[config.mk]
export PLATFORM = sky130hd
export DESIGN_NAME = hcso_top
export DESIGN_NICKNAME = d
export VERILOG_FILES = /design/src/hcso_pkg.sv /design/src/hcso_tab_if.sv /design/src/hcso_ctab.sv /design/src/hcso_top.sv
export VERILOG_INCLUDE_DIRS = /design/src
export SDC_FILE = /design/constraint.sdc
export NUM_CORES = 1
export LEC_CHECK = 0
export BUFFER_PORTS_ARGS = -buffer_cell sky130_fd_sc_hd__buf_2
export CAP_MARGIN = 5
export CORE_ASPECT_RATIO = 2
export CORE_MARGIN = 3
export CORE_UTILIZATION = 40
export DETAILED_ROUTE_END_ITERATION = 16
export GPL_TIMING_DRIVEN = 0
export HOLD_SLACK_MARGIN = 0.03
export SYNTH_ARGS = -nofsm -noshare
export SYNTH_HDL_FRONTEND = slang
export SYNTH_SLANG_ARGS = --single-unit
[constraint.sdc]
create_clock -name CLK -period 5.1 [get_ports CLK]
set_input_delay 1.275 -clock CLK [delete_from_list [all_inputs] [get_ports CLK]]
set_output_delay 1.275 -clock CLK [all_outputs]
set_load 0.02 [all_outputs]
[src/hcso_regs.svh]
// register map, field positions and reset values of the commutation block
`ifndef HCSO_REGS_SVH
`define HCSO_REGS_SVH
`define HCSO_A_CTRL 8'h00
`define HCSO_A_STAT 8'h04
`define HCSO_A_ISTAT 8'h08
`define HCSO_A_IMASK 8'h0C
`define HCSO_A_POLES 8'h10
`define HCSO_A_ESTEP 8'h14
`define HCSO_A_REVS 8'h18
`define HCSO_TAB_PAGE 2'h1
`define HCSO_B_EN 0
`define HCSO_B_SINE 1
`define HCSO_B_PH60 2
`define HCSO_I_TRIP 0
`define HCSO_I_BAD 1
`define HCSO_I_STEP 2
`define HCSO_CTRL_RST 3'h0
`define HCSO_IRQ_RST 3'h0
`define HCSO_POLES_RST 8'h08
`define HCSO_ESTEP_RST 16'h0001
`define HCSO_LAST_STEP 3'h5
`define HCSO_SIN_STEPS 6'h30
`define HCSO_SIN_THIRD 6'h10
`define HCSO_RESP_OK 2'h0
`define HCSO_RESP_ERR 2'h2
`define HCSO_TAB60_DEF {6'h11, 6'h14, 6'h00, 6'h0C, 6'h21, 6'h00, 6'h22, 6'h0A}
`define HCSO_TAB120_DEF {6'h00, 6'h14, 6'h0A, 6'h0C, 6'h21, 6'h11, 6'h22, 6'h00}
`endif

[src/hcso_pkg.sv]
// types shared by the commutation block
package hcso_pkg;
  typedef enum logic [1:0] {
    RD_IDLE = 2'b00,
    RD_WAIT = 2'b01,
    RD_RESP = 2'b10
  } hcso_rd_e;
  typedef logic [5:0] hcso_drv_t;
  typedef logic signed [7:0] hcso_cur_t;
endpackage

[src/hcso_tab_if.sv]
// carrier between the block and its commutation table
`timescale 1ns/10ps
`default_nettype none
interface hcso_tab_if;
  logic wr_en;
  logic [3:0] wr_idx;
  logic [3:0] sw_idx;
  logic [3:0] hw_idx;
  hcso_pkg::hcso_drv_t wr_data;
  hcso_pkg::hcso_drv_t sw_data;
  hcso_pkg::hcso_drv_t hw_data;
  modport ctl (output wr_en, wr_idx, wr_data, sw_idx, hw_idx, input sw_data, hw_data);
  modport mem (input wr_en, wr_idx, wr_data, sw_idx, hw_idx, output sw_data, hw_data);
endinterface
`default_nettype wire

[src/hcso_ctab.sv]
// reprogrammable hall to phase table with registered reads
`timescale 1ns/10ps
`default_nettype none
`include "hcso_regs.svh"
module hcso_ctab (
  input wire logic clk,
  input wire logic rst,
  hcso_tab_if.mem tab
);
  import hcso_pkg::*;
  localparam logic [95:0] DEF = {`HCSO_TAB60_DEF, `HCSO_TAB120_DEF};
  hcso_drv_t ent_q [16];

  // ==========================================
  // table store
  always_ff @(posedge clk) begin
    if (rst) begin
      for (int i = 0; i < 16; i++) begin
        ent_q[i] <= DEF[6*i +: 6]; // RULE_07 RULE_08
      end
    end else if (tab.wr_en) begin
      ent_q[tab.wr_idx] <= tab.wr_data; // RULE_10
    end
  end

  // ==========================================
  // read ports
  always_ff @(posedge clk) begin
    tab.sw_data <= ent_q[tab.sw_idx];
    tab.hw_data <= ent_q[tab.hw_idx];
  end

  deflt_load_a: assert property (@(posedge clk) rst |=> ent_q[4] == DEF[24 +: 6] && ent_q[12] == DEF[72 +: 6]) // RULE_10
    else $error("table not loaded with defaults");
endmodule
`default_nettype wire

[src/hcso_top.sv]
// hall commutation with safe-off gating, sine mode and register bus
//
// Design decisions made here: the address map and the AXI4-Lite register port.
`timescale 1ns/10ps
`default_nettype none
`include "hcso_regs.svh"
// Function
// RULE_01 - phases may carry torque only while both safe-off inputs are high.
// RULE_02 - the status light is green while the bridge is enabled and red otherwise.
// RULE_03 - sine mode runs from the encoder and trapezoid mode from the hall lines.
// RULE_04 - sine mode gives three current commands 120 degrees apart summing to zero.
// RULE_05 - trapezoid mode drives exactly one phase high and one low, the third idle.
// RULE_06 - a setting picks 120 or 60 degree hall phasing and decoding follows it.
// RULE_07 - 60 degree default codes 100,110,111,011,001,000 give AC, BC, BA, CA, CB, AB.
// RULE_08 - 120 degree default codes 100,110,010,011,001,101 give AC, BC, BA, CA, CB, AB.
// RULE_09 - codes 101 and 010 at 60 degrees, 111 and 000 at 120 degrees drive nothing.
// RULE_10 - the hall to phase table is writable and loaded with defaults at reset.
// RULE_11 - electrical cycles per revolution equal the pole count divided by two.
// RULE_12 - inputs are synchronised and drive drops one cycle after safe-off falls.
module hcso_top (
  input wire logic CLK,
  input wire logic RESET,
  input wire logic [7:0] S_AXI_AWADDR,
  input wire logic S_AXI_AWVALID,
  output logic S_AXI_AWREADY,
  input wire logic [31:0] S_AXI_WDATA,
  input wire logic [3:0] S_AXI_WSTRB,
  input wire logic S_AXI_WVALID,
  output logic S_AXI_WREADY,
  output logic [1:0] S_AXI_BRESP,
  output logic S_AXI_BVALID,
  input wire logic S_AXI_BREADY,
  input wire logic [7:0] S_AXI_ARADDR,
  input wire logic S_AXI_ARVALID,
  output logic S_AXI_ARREADY,
  output logic [31:0] S_AXI_RDATA,
  output logic [1:0] S_AXI_RRESP,
  output logic S_AXI_RVALID,
  input wire logic S_AXI_RREADY,
  input wire logic [2:0] HALL_IN,
  input wire logic SAFE_OFF_IN_A,
  input wire logic SAFE_OFF_IN_B,
  input wire logic ENC_A,
  input wire logic ENC_B,
  output logic [2:0] PHASE_HI,
  output logic [2:0] PHASE_LO,
  output hcso_pkg::hcso_cur_t CUR_A,
  output hcso_pkg::hcso_cur_t CUR_B,
  output hcso_pkg::hcso_cur_t CUR_C,
  output logic BRIDGE_EN,
  output logic LED_GREEN,
  output logic LED_RED,
  output logic IRQ
);
  import hcso_pkg::*;
  localparam logic [5:0] Q1 = 6'(`HCSO_SIN_STEPS / 6'h04);
  localparam logic [5:0] Q2 = Q1 + Q1;
  localparam logic [5:0] Q3 = Q2 + Q1;
  localparam logic [7:0] QW [13] = '{8'h00, 8'h10, 8'h1F, 8'h2E, 8'h3C, 8'h49, 8'h55,
                                     8'h5F, 8'h68, 8'h6F, 8'h74, 8'h77, 8'h78};

  hcso_tab_if tab();
  hcso_ctab u_tab (.clk(CLK), .rst(RESET), .tab(tab));

  function automatic logic hall_bad(input logic ph60, input logic [2:0] h);
    hall_bad = ph60 ? (h == 3'b101 || h == 3'b010) : (h == 3'b111 || h == 3'b000); // RULE_09
  endfunction

  function automatic logic drv_ok(input hcso_drv_t e);
    drv_ok = $onehot(e[5:3]) && $onehot(e[2:0]) && ((e[5:3] & e[2:0]) == 3'h0); // RULE_05
  endfunction

  function automatic hcso_cur_t sin48(input logic [5:0] i);
    logic [5:0] k;
    logic [7:0] m;
    if (i < Q1) k = i;
    else if (i < Q2) k = 6'(Q2 - i);
    else if (i < Q3) k = 6'(i - Q2);
    else k = 6'(`HCSO_SIN_STEPS - i);
    m = QW[k[3:0]];
    sin48 = (i < Q2) ? hcso_cur_t'(m) : hcso_cur_t'(8'h00 - m);
  endfunction

  // ==========================================
  // input synchronisers
  logic [6:0] sy1_q, sy2_q;
  always_ff @(posedge CLK) begin
    if (RESET) begin
      sy1_q <= 7'h00;
      sy2_q <= 7'h00;
    end else begin
      sy1_q <= {HALL_IN, SAFE_OFF_IN_A, SAFE_OFF_IN_B, ENC_A, ENC_B}; // RULE_12
      sy2_q <= sy1_q;
    end
  end
  logic [2:0] hall;
  logic so_ok;
  logic [1:0] enc;
  assign hall = sy2_q[6:4];
  assign so_ok = sy2_q[3] & sy2_q[2]; // RULE_01
  assign enc = sy2_q[1:0];

  // ==========================================
  // control registers and bridge state
  logic [2:0] ctrl_q, istat_q, imask_q, ev;
  logic [7:0] poles_q;
  logic [15:0] estep_q, rev_q;
  logic bridge_d, bridge_q, sine, ph60;
  assign sine = ctrl_q[`HCSO_B_SINE];
  assign ph60 = ctrl_q[`HCSO_B_PH60];
  assign bridge_d = ctrl_q[`HCSO_B_EN] & so_ok; // RULE_01
  always_ff @(posedge CLK) begin
    if (RESET) bridge_q <= 1'b0;
    else bridge_q <= bridge_d;
  end
  assign BRIDGE_EN = bridge_q;
  assign LED_GREEN = bridge_q; // RULE_02
  assign LED_RED = ~bridge_q; // RULE_02

  // ==========================================
  // trapezoid decode
  logic bad_p_q, so_p_q;
  logic [2:0] hall_p_q;
  assign tab.hw_idx = {ph60, hall}; // RULE_06
  always_ff @(posedge CLK) begin
    if (RESET) begin
      bad_p_q <= 1'b1;
      hall_p_q <= 3'h0;
      so_p_q <= 1'b0;
    end else begin
      bad_p_q <= hall_bad(ph60, hall); // RULE_09
      hall_p_q <= hall;
      so_p_q <= so_ok;
    end
  end
  always_ff @(posedge CLK) begin
    if (RESET || !bridge_d || sine || bad_p_q || !drv_ok(tab.hw_data)) begin // RULE_03 RULE_12
      PHASE_HI <= 3'h0;
      PHASE_LO <= 3'h0;
    end else begin
      PHASE_HI <= tab.hw_data[5:3]; // RULE_05
      PHASE_LO <= tab.hw_data[2:0];
    end
  end
  logic hall_chg;
  assign hall_chg = (hall != hall_p_q) && !hall_bad(ph60, hall) && !hall_bad(ph60, hall_p_q);
  assign ev[`HCSO_I_TRIP] = so_p_q & ~so_ok & ctrl_q[`HCSO_B_EN];
  assign ev[`HCSO_I_BAD] = hall_bad(ph60, hall) & ~hall_bad(ph60, hall_p_q);
  assign ev[`HCSO_I_STEP] = hall_chg & ~sine;

  // ==========================================
  // encoder angle and sine currents
  logic [1:0] enc_p_q;
  logic [15:0] pre_q, estep_m1;
  logic [5:0] ang_q, ang_b;
  logic mv, fwd, ang_wrap;
  assign mv = ^(enc ^ enc_p_q);
  assign fwd = enc[1] ^ enc_p_q[0];
  assign estep_m1 = (estep_q == 16'h0000) ? 16'h0000 : 16'(estep_q - 16'h0001);
  assign ang_wrap = mv && (fwd ? (pre_q >= estep_m1 && ang_q == 6'(`HCSO_SIN_STEPS - 6'h01))
                               : (pre_q == 16'h0000 && ang_q == 6'h00));
  always_ff @(posedge CLK) begin
    if (RESET) begin
      enc_p_q <= 2'h0;
      pre_q <= 16'h0000;
      ang_q <= 6'h00;
    end else begin
      enc_p_q <= enc; // RULE_03
      if (mv && fwd) begin
        if (pre_q >= estep_m1) begin
          pre_q <= 16'h0000;
          ang_q <= (ang_q == 6'(`HCSO_SIN_STEPS - 6'h01)) ? 6'h00 : 6'(ang_q + 6'h01);
        end else begin
          pre_q <= 16'(pre_q + 16'h0001);
        end
      end else if (mv) begin
        if (pre_q == 16'h0000) begin
          pre_q <= estep_m1;
          ang_q <= (ang_q == 6'h00) ? 6'(`HCSO_SIN_STEPS - 6'h01) : 6'(ang_q - 6'h01);
        end else begin
          pre_q <= 16'(pre_q - 16'h0001);
        end
      end
    end
  end
  assign ang_b = (ang_q >= `HCSO_SIN_THIRD) ? 6'(ang_q - `HCSO_SIN_THIRD)
                                            : 6'(ang_q + `HCSO_SIN_STEPS - `HCSO_SIN_THIRD);
  hcso_cur_t ia, ib;
  assign ia = sin48(ang_q);
  assign ib = sin48(ang_b); // RULE_04
  always_ff @(posedge CLK) begin
    if (RESET || !bridge_d || !sine) begin // RULE_01 RULE_03
      CUR_A <= 8'sh00;
      CUR_B <= 8'sh00;
      CUR_C <= 8'sh00;
    end else begin
      CUR_A <= ia;
      CUR_B <= ib;
      CUR_C <= hcso_cur_t'(8'h00 - ia - ib); // RULE_04
    end
  end

  // ==========================================
  // electrical cycles to revolutions
  logic [2:0] step_q;
  logic [6:0] ecyc_q, pairs_m1;
  logic ecyc_tick;
  assign pairs_m1 = (poles_q[7:1] == 7'h00) ? 7'h00 : 7'(poles_q[7:1] - 7'h01); // RULE_11
  assign ecyc_tick = sine ? ang_wrap : (hall_chg && step_q == `HCSO_LAST_STEP);
  always_ff @(posedge CLK) begin
    if (RESET) begin
      step_q <= 3'h0;
      ecyc_q <= 7'h00;
      rev_q <= 16'h0000;
    end else begin
      if (!sine && hall_chg) step_q <= (step_q == `HCSO_LAST_STEP) ? 3'h0 : 3'(step_q + 3'h1);
      if (ecyc_tick) begin
        if (ecyc_q >= pairs_m1) begin
          ecyc_q <= 7'h00;
          rev_q <= 16'(rev_q + 16'h0001); // RULE_11
        end else begin
          ecyc_q <= 7'(ecyc_q + 7'h01);
        end
      end
    end
  end

  // ==========================================
  // bus write side
  logic aw_have_q, w_have_q, do_wr, wr_map;
  logic [7:0] aw_q;
  logic [31:0] wd_q, bm;
  logic [3:0] ws_q;
  assign S_AXI_AWREADY = ~aw_have_q & ~S_AXI_BVALID;
  assign S_AXI_WREADY = ~w_have_q & ~S_AXI_BVALID;
  assign do_wr = aw_have_q & w_have_q & ~S_AXI_BVALID;
  assign bm = {{8{ws_q[3]}}, {8{ws_q[2]}}, {8{ws_q[1]}}, {8{ws_q[0]}}};
  assign wr_map = (aw_q[7:6] == `HCSO_TAB_PAGE) || aw_q == `HCSO_A_CTRL ||
                  aw_q == `HCSO_A_STAT || aw_q == `HCSO_A_ISTAT || aw_q == `HCSO_A_IMASK ||
                  aw_q == `HCSO_A_POLES || aw_q == `HCSO_A_ESTEP || aw_q == `HCSO_A_REVS;
  always_ff @(posedge CLK) begin
    if (RESET) begin
      aw_have_q <= 1'b0;
      w_have_q <= 1'b0;
      aw_q <= 8'h00;
      wd_q <= 32'h0000_0000;
      ws_q <= 4'h0;
      S_AXI_BVALID <= 1'b0;
      S_AXI_BRESP <= `HCSO_RESP_OK;
    end else begin
      if (S_AXI_AWVALID && S_AXI_AWREADY) begin
        aw_have_q <= 1'b1;
        aw_q <= {S_AXI_AWADDR[7:2], 2'b00};
      end
      if (S_AXI_WVALID && S_AXI_WREADY) begin
        w_have_q <= 1'b1;
        wd_q <= S_AXI_WDATA;
        ws_q <= S_AXI_WSTRB;
      end
      if (do_wr) begin
        aw_have_q <= 1'b0;
        w_have_q <= 1'b0;
        S_AXI_BVALID <= 1'b1;
        S_AXI_BRESP <= wr_map ? `HCSO_RESP_OK : `HCSO_RESP_ERR;
      end else if (S_AXI_BREADY) begin
        S_AXI_BVALID <= 1'b0;
      end
    end
  end
  assign tab.wr_en = do_wr && aw_q[7:6] == `HCSO_TAB_PAGE && ws_q[0]; // RULE_10
  assign tab.wr_idx = aw_q[5:2];
  assign tab.wr_data = wd_q[5:0];
  always_ff @(posedge CLK) begin
    if (RESET) begin
      ctrl_q <= `HCSO_CTRL_RST;
      imask_q <= `HCSO_IRQ_RST;
      poles_q <= `HCSO_POLES_RST;
      estep_q <= `HCSO_ESTEP_RST;
    end else if (do_wr) begin
      if (aw_q == `HCSO_A_CTRL) ctrl_q <= (ctrl_q & ~bm[2:0]) | (wd_q[2:0] & bm[2:0]); // RULE_06
      if (aw_q == `HCSO_A_IMASK) imask_q <= (imask_q & ~bm[2:0]) | (wd_q[2:0] & bm[2:0]);
      if (aw_q == `HCSO_A_POLES) poles_q <= (poles_q & ~bm[7:0]) | (wd_q[7:0] & bm[7:0]);
      if (aw_q == `HCSO_A_ESTEP) estep_q <= (estep_q & ~bm[15:0]) | (wd_q[15:0] & bm[15:0]);
    end
  end
  logic [2:0] iclr;
  assign iclr = (do_wr && aw_q == `HCSO_A_ISTAT) ? (wd_q[2:0] & bm[2:0]) : 3'h0;
  always_ff @(posedge CLK) begin
    if (RESET) istat_q <= `HCSO_IRQ_RST;
    else istat_q <= (istat_q & ~iclr) | ev;
  end
  assign IRQ = |(istat_q & imask_q);

  // ==========================================
  // bus read side
  hcso_rd_e rd_st_q;
  logic [7:0] ar_q;
  logic [31:0] rmux;
  logic rmap;
  assign S_AXI_ARREADY = (rd_st_q == RD_IDLE);
  assign tab.sw_idx = S_AXI_ARREADY ? S_AXI_ARADDR[5:2] : ar_q[5:2];
  always_comb begin
    rmap = 1'b1;
    rmux = 32'h0000_0000;
    if (ar_q[7:6] == `HCSO_TAB_PAGE) rmux = {26'h0, tab.sw_data};
    else if (ar_q == `HCSO_A_CTRL) rmux = {29'h0, ctrl_q};
    else if (ar_q == `HCSO_A_STAT) rmux = {25'h0, bad_p_q, sine, hall, so_ok, bridge_q};
    else if (ar_q == `HCSO_A_ISTAT) rmux = {29'h0, istat_q};
    else if (ar_q == `HCSO_A_IMASK) rmux = {29'h0, imask_q};
    else if (ar_q == `HCSO_A_POLES) rmux = {24'h0, poles_q};
    else if (ar_q == `HCSO_A_ESTEP) rmux = {16'h0, estep_q};
    else if (ar_q == `HCSO_A_REVS) rmux = {16'h0, rev_q};
    else rmap = 1'b0;
  end
  always_ff @(posedge CLK) begin
    if (RESET) begin
      rd_st_q <= RD_IDLE;
      ar_q <= 8'h00;
      S_AXI_RDATA <= 32'h0000_0000;
      S_AXI_RRESP <= `HCSO_RESP_OK;
    end else begin
      unique case (rd_st_q)
        RD_IDLE: begin
          if (S_AXI_ARVALID) begin
            ar_q <= {S_AXI_ARADDR[7:2], 2'b00};
            rd_st_q <= RD_WAIT;
          end
        end
        RD_WAIT: begin
          S_AXI_RDATA <= rmux;
          S_AXI_RRESP <= rmap ? `HCSO_RESP_OK : `HCSO_RESP_ERR;
          rd_st_q <= RD_RESP;
        end
        RD_RESP: begin
          if (S_AXI_RREADY) rd_st_q <= RD_IDLE;
        end
        default: rd_st_q <= RD_IDLE;
      endcase
    end
  end
  assign S_AXI_RVALID = (rd_st_q == RD_RESP);

  // ==========================================
  // checks
  stoff_cut_a: assert property (@(posedge CLK) disable iff (RESET) // RULE_01
    !so_ok |=> PHASE_HI == 3'h0 && PHASE_LO == 3'h0 && CUR_A == 8'sh00 && !BRIDGE_EN)
    else $error("drive present without safe-off");
  led_state_a: assert property (@(posedge CLK) disable iff (RESET) // RULE_02
    $rose(bridge_d) |=> LED_GREEN && !LED_RED ##0 $rose(BRIDGE_EN))
    else $error("status light wrong on enable");
  mode_excl_a: assert property (@(posedge CLK) disable iff (RESET) // RULE_03
    sine [*2] |=> PHASE_HI == 3'h0 && PHASE_LO == 3'h0)
    else $error("trapezoid drive in sine mode");
  sine_sum_a: assert property (@(posedge CLK) disable iff (RESET) // RULE_04
    9'(CUR_A + CUR_B + CUR_C) == 9'h000 && (sine || $past(sine) || CUR_B == 8'sh00))
    else $error("phase currents do not sum to zero");
  trap_two_a: assert property (@(posedge CLK) disable iff (RESET) // RULE_05
    PHASE_HI != 3'h0 |-> $onehot(PHASE_HI) && $onehot(PHASE_LO) && (PHASE_HI & PHASE_LO) == 3'h0)
    else $error("trapezoid drive not one high one low");
  bad_hall_a: assert property (@(posedge CLK) disable iff (RESET) // RULE_09
    (hall_bad(ph60, hall) && !sine) ##1 1'b1 |=> PHASE_HI == 3'h0 && PHASE_LO == 3'h0)
    else $error("invalid hall code drove a phase");
  dflt_map_a: assert property (@(posedge CLK) disable iff (RESET) // RULE_06
    bridge_d && !sine && hall == 3'b010 && $stable(hall) && $stable(ph60) |=>
      (PHASE_HI != 3'h0) == !ph60)
    else $error("phasing decode mismatch");
  safe_fall_a: assert property (@(posedge CLK) disable iff (RESET) // RULE_12
    $fell(so_ok) |=> !BRIDGE_EN && PHASE_HI == 3'h0 ##1 istat_q[`HCSO_I_TRIP] || !$past(ctrl_q[0], 2))
    else $error("drive not removed after safe-off fall");
  rev_count_a: assert property (@(posedge CLK) disable iff (RESET) // RULE_11
    ecyc_tick && ecyc_q >= pairs_m1 |=> rev_q == 16'($past(rev_q) + 16'h0001) && ecyc_q == 7'h00)
    else $error("revolution count off");
endmodule
`default_nettype wire
==> results by group <==
Critical path
  – Critical path required time: 5.60 ns
  – Setup crit start kind: flop
  – CP max stage delay: 0.52 ns
  – Setup crit end kind: flop
  – Worst Path Buf+Inv: 5
  – Critical Path AT: 5.58 ns
  – Most used cell, CP: xnor2_1
  – Crit path max-delay family: adder cells
  – Slowest-stage cell, CP: or4_4
  – Critical path class: reg2reg
  – Max FO, Critical Path: 7

Die
  – Die Area: 0.0434 mm2
  – Core Area: 0.0403 mm2
  – Die Span Y: 292 um
  – # IOs: 141
  – DIE WIDTH: 149 um
  – Initial core utilization: 40.5%
  – FP Rows: 104

STA
  – Worst setup margin: 0.0186 ns
  – Clock skew: 0.0311 ns
  – Tcrit/Tclk final: 99.6%
  – FMAX: 197 MHz
  – Final Max Slew Viols: 0
  – Setup TNS: 0 ns
  – Final Setup Violations: 0
  – Final Critical Period: 5.08 ns
  – Measured slew at the worst slew-check pin: 1.07 ns
  – Max-slew headroom: 26.6%
  – RSZ-0062 raised after global routing: yes
  – Worst Hold Slack: 0.438 ns
  – Fin. Hold Viols: 0

Route
  – DR DRC count: 0
  – Post-route ant nets: 0
  – Routed length per instance: 22.3 um
  – Via density: 5.71
  – Wirelength, routed: 54100 um
  – Via Count: 13800
  – DR iter-0 viols: 839
  – 1st-pass router iterations: 7

Synth
  – Asr flop ratio synth: 0%
  – Most common cell in the netlist: dfxtp_1
  – EDFF count, synth: 96
  – Mean Syn Cell Area: 9.61 um2
  – FF+latch count, synth: 294
  – Most used DFF post-synth: dfxtp_1
  – Top cell type's share of synthesized area: 24.3%
  – Synth top cells by count: dfxtp_1, nand2_1, nor2_1
  – Sequential area share after synthesis: 41.9%
  – Warnings, synthesis: 0
  – Synthesized area: 0.0163 mm2
  – Synthesized instance count: 1699
  – Yosys cell types: 90
  – Yosys top cell by area: dfxtp_1
  – Top cells by area, synth: dfxtp_1, edfxtp_1, mux4_2

Clock tree
  – TritonCTS clock tree: yes
  – Worst-Skew Late Latency: 0.58 ns
  – CTS H-Tree Depth: 1
  – Longest Clk Path Bufs: 3
  – Clock sinks: 294
  – Num CTS Buffers: 27
  – Worst-path clk slew: 0.06 ns
  – Clock root buffer: clkbuf_16

Worst hold path
  – Class of the worst hold path: reg2reg

Place
  – Hpwl dp: 42100 um
  – IO Port Bufs: 100
  – GPL Wtd Cong: 0.945
  – Placed Cells: 2346
  – Setup WS pre-CTS: -0.985 ns

Power
  – Sw Ratio: 39.5%
  – Sw Pwr: 3.79 mW
  – Pwr Density: 500 mW/mm2
  – Static Leakage: 7.44 nW
  – Clk pwr share: 20.9%
  – Sequential Power Share: 27.9%
  – Logic pwr share: 51.2%
  – Internal: 5.79 mW
  – VDD IR max: 0.000412 V

Run
  – Number of max-cap violations: 0

Outcome
  – Run status: finished clean

Finish
  – Antenna cell count: 0
  – Nets: 2005
  – Reg area: 0.00686 mm2
  – Utilization after layout: 47.5%
  – Non-Filler Instances: 2424
  – # fillers: 3837
  – Area Overhead vs Synth: 17.2%
  – Footprint of the multi-input gates: 0.00919 mm2
  – Fraction of layout cells with a size suffix above 1: 19.2%

Global route
  – Largest net degree at the start of global routing: 16
  – Global Route Usage Sum: 24.1%
  – First-pass GRT wire length: 79800 um
  – Initial antenna violation count: 0
  – Number of global-route vias before repair: 13600
  – Total gr overflow: 0
worst paths after layout:
| check | start | end | slack, ns | cells after the start |
|---|---|---|---|---|
| setup / recovery | ang_q[5] | CUR_C[7] | 0.02 | 25 |
| setup reg to reg | ang_q[5] | CUR_C[7] | 0.02 | 25 |
| hold reg to reg | sy1_q[6] | sy2_q[6] | 0.44 | 1 |
| hold / removal | sy1_q[6] | sy2_q[6] | 0.44 | 1 |
cells by family (layout without fill, tap and decap cells):
family | after synthesis | after routing | share of synthesized area [%]
AOI/OAI and AO/OA | 301 | 301 | 11.9
buffers and inverters | 171 | 349 | 4.58
DFF | 294 | 294 | 41.9
adders and majority gates | 62 | 62 | 4.89
muxes | 121 | 121 | 11.8
xor gates and xnor gates | 64 | 64 | 3.48
and+or+nand+nor | 685 | 685 | 21.4
other | 1 | 18 | 0.0230
layout make-up:
type	instances	area share [%]
Clock buffer	35	3.92
Inverter	44	0.922
Timing Repair Buffer	133	4.06
Multi-Input combinational cell	1251	48.0
Buffer	126	3.29
Sequential cell	294	35.8
Clock inverter	11	0.510
Tap cell	530	3.46
power groups by stage:
stage               clock network, mW  logic [mW]  registers [mW]
detailed placement                  0        4.23            2.71
global placement                    0        4.16            2.71
finish                           2.01        4.91            2.67
global route                     2.13        5.40            2.68
floorplan                           0        3.23            2.67
CTS                              2.05        4.43            2.67
metal layers:
metal | track usage (%) | routed length (um) | vias to the layer above
met5 | 0 | 0 | -
met4 | 17.4 | 4960 | 0
met3 | 3.06 | 2650 | 221
met2 | 46.4 | 29300 | 547
met1 | 22.7 | 17200 | 6640
li1 | - | - | 6426
cell usage in the layout, fill, tap and decap left out, drive strengths merged, types with 12 or more instances in the layout:
cell / n
nand3: 31
o21ai: 59
mux2i: 58
nor3: 43
dfxtp: 198
a22oi: 15
ha: 59
nand2b: 15
buf: 172
nor2b: 50
or3: 30
a211oi: 19
clkbuf: 122
nand2: 164
a21oi: 111
xor2: 40
nor2: 163
edfxtp: 96
nor3b: 12
conb: 18
mux4: 57
or2: 26
nand4: 19
xnor2: 24
and2: 79
and3: 25
inv: 47
through the flow:
step / power [mW] / cell area [um2]
final: 9.58 / 19100
after global routing: 10.2 / 19100
after CTS: 9.14 / 18700
after detailed placement: 6.94 / 17600
after global placement: 6.87 / 17600
after floorplan: 5.90 / 16400
worst register-to-register path: cells and delay by family (launching register included):
kind / cells / cell delay, ns
fa+ha+maj: 5 / 1.43
simple gates: 6 / 1.28
compound gates: 6 / 0.92
xor+xnor: 3 / 0.55
buf+inv: 5 / 0.48
flops: 1 / 0.37
timing repair:
action | in CTS | in global routing
pin swaps | 4 | 26
buffers inserted | 7 | 26
endpoints found under the setup margin | 11 | 17
gates resized for setup | 42 | 65
hold buffers | 0 | 0
Note: power is estimated with default switching activity, not from simulation.
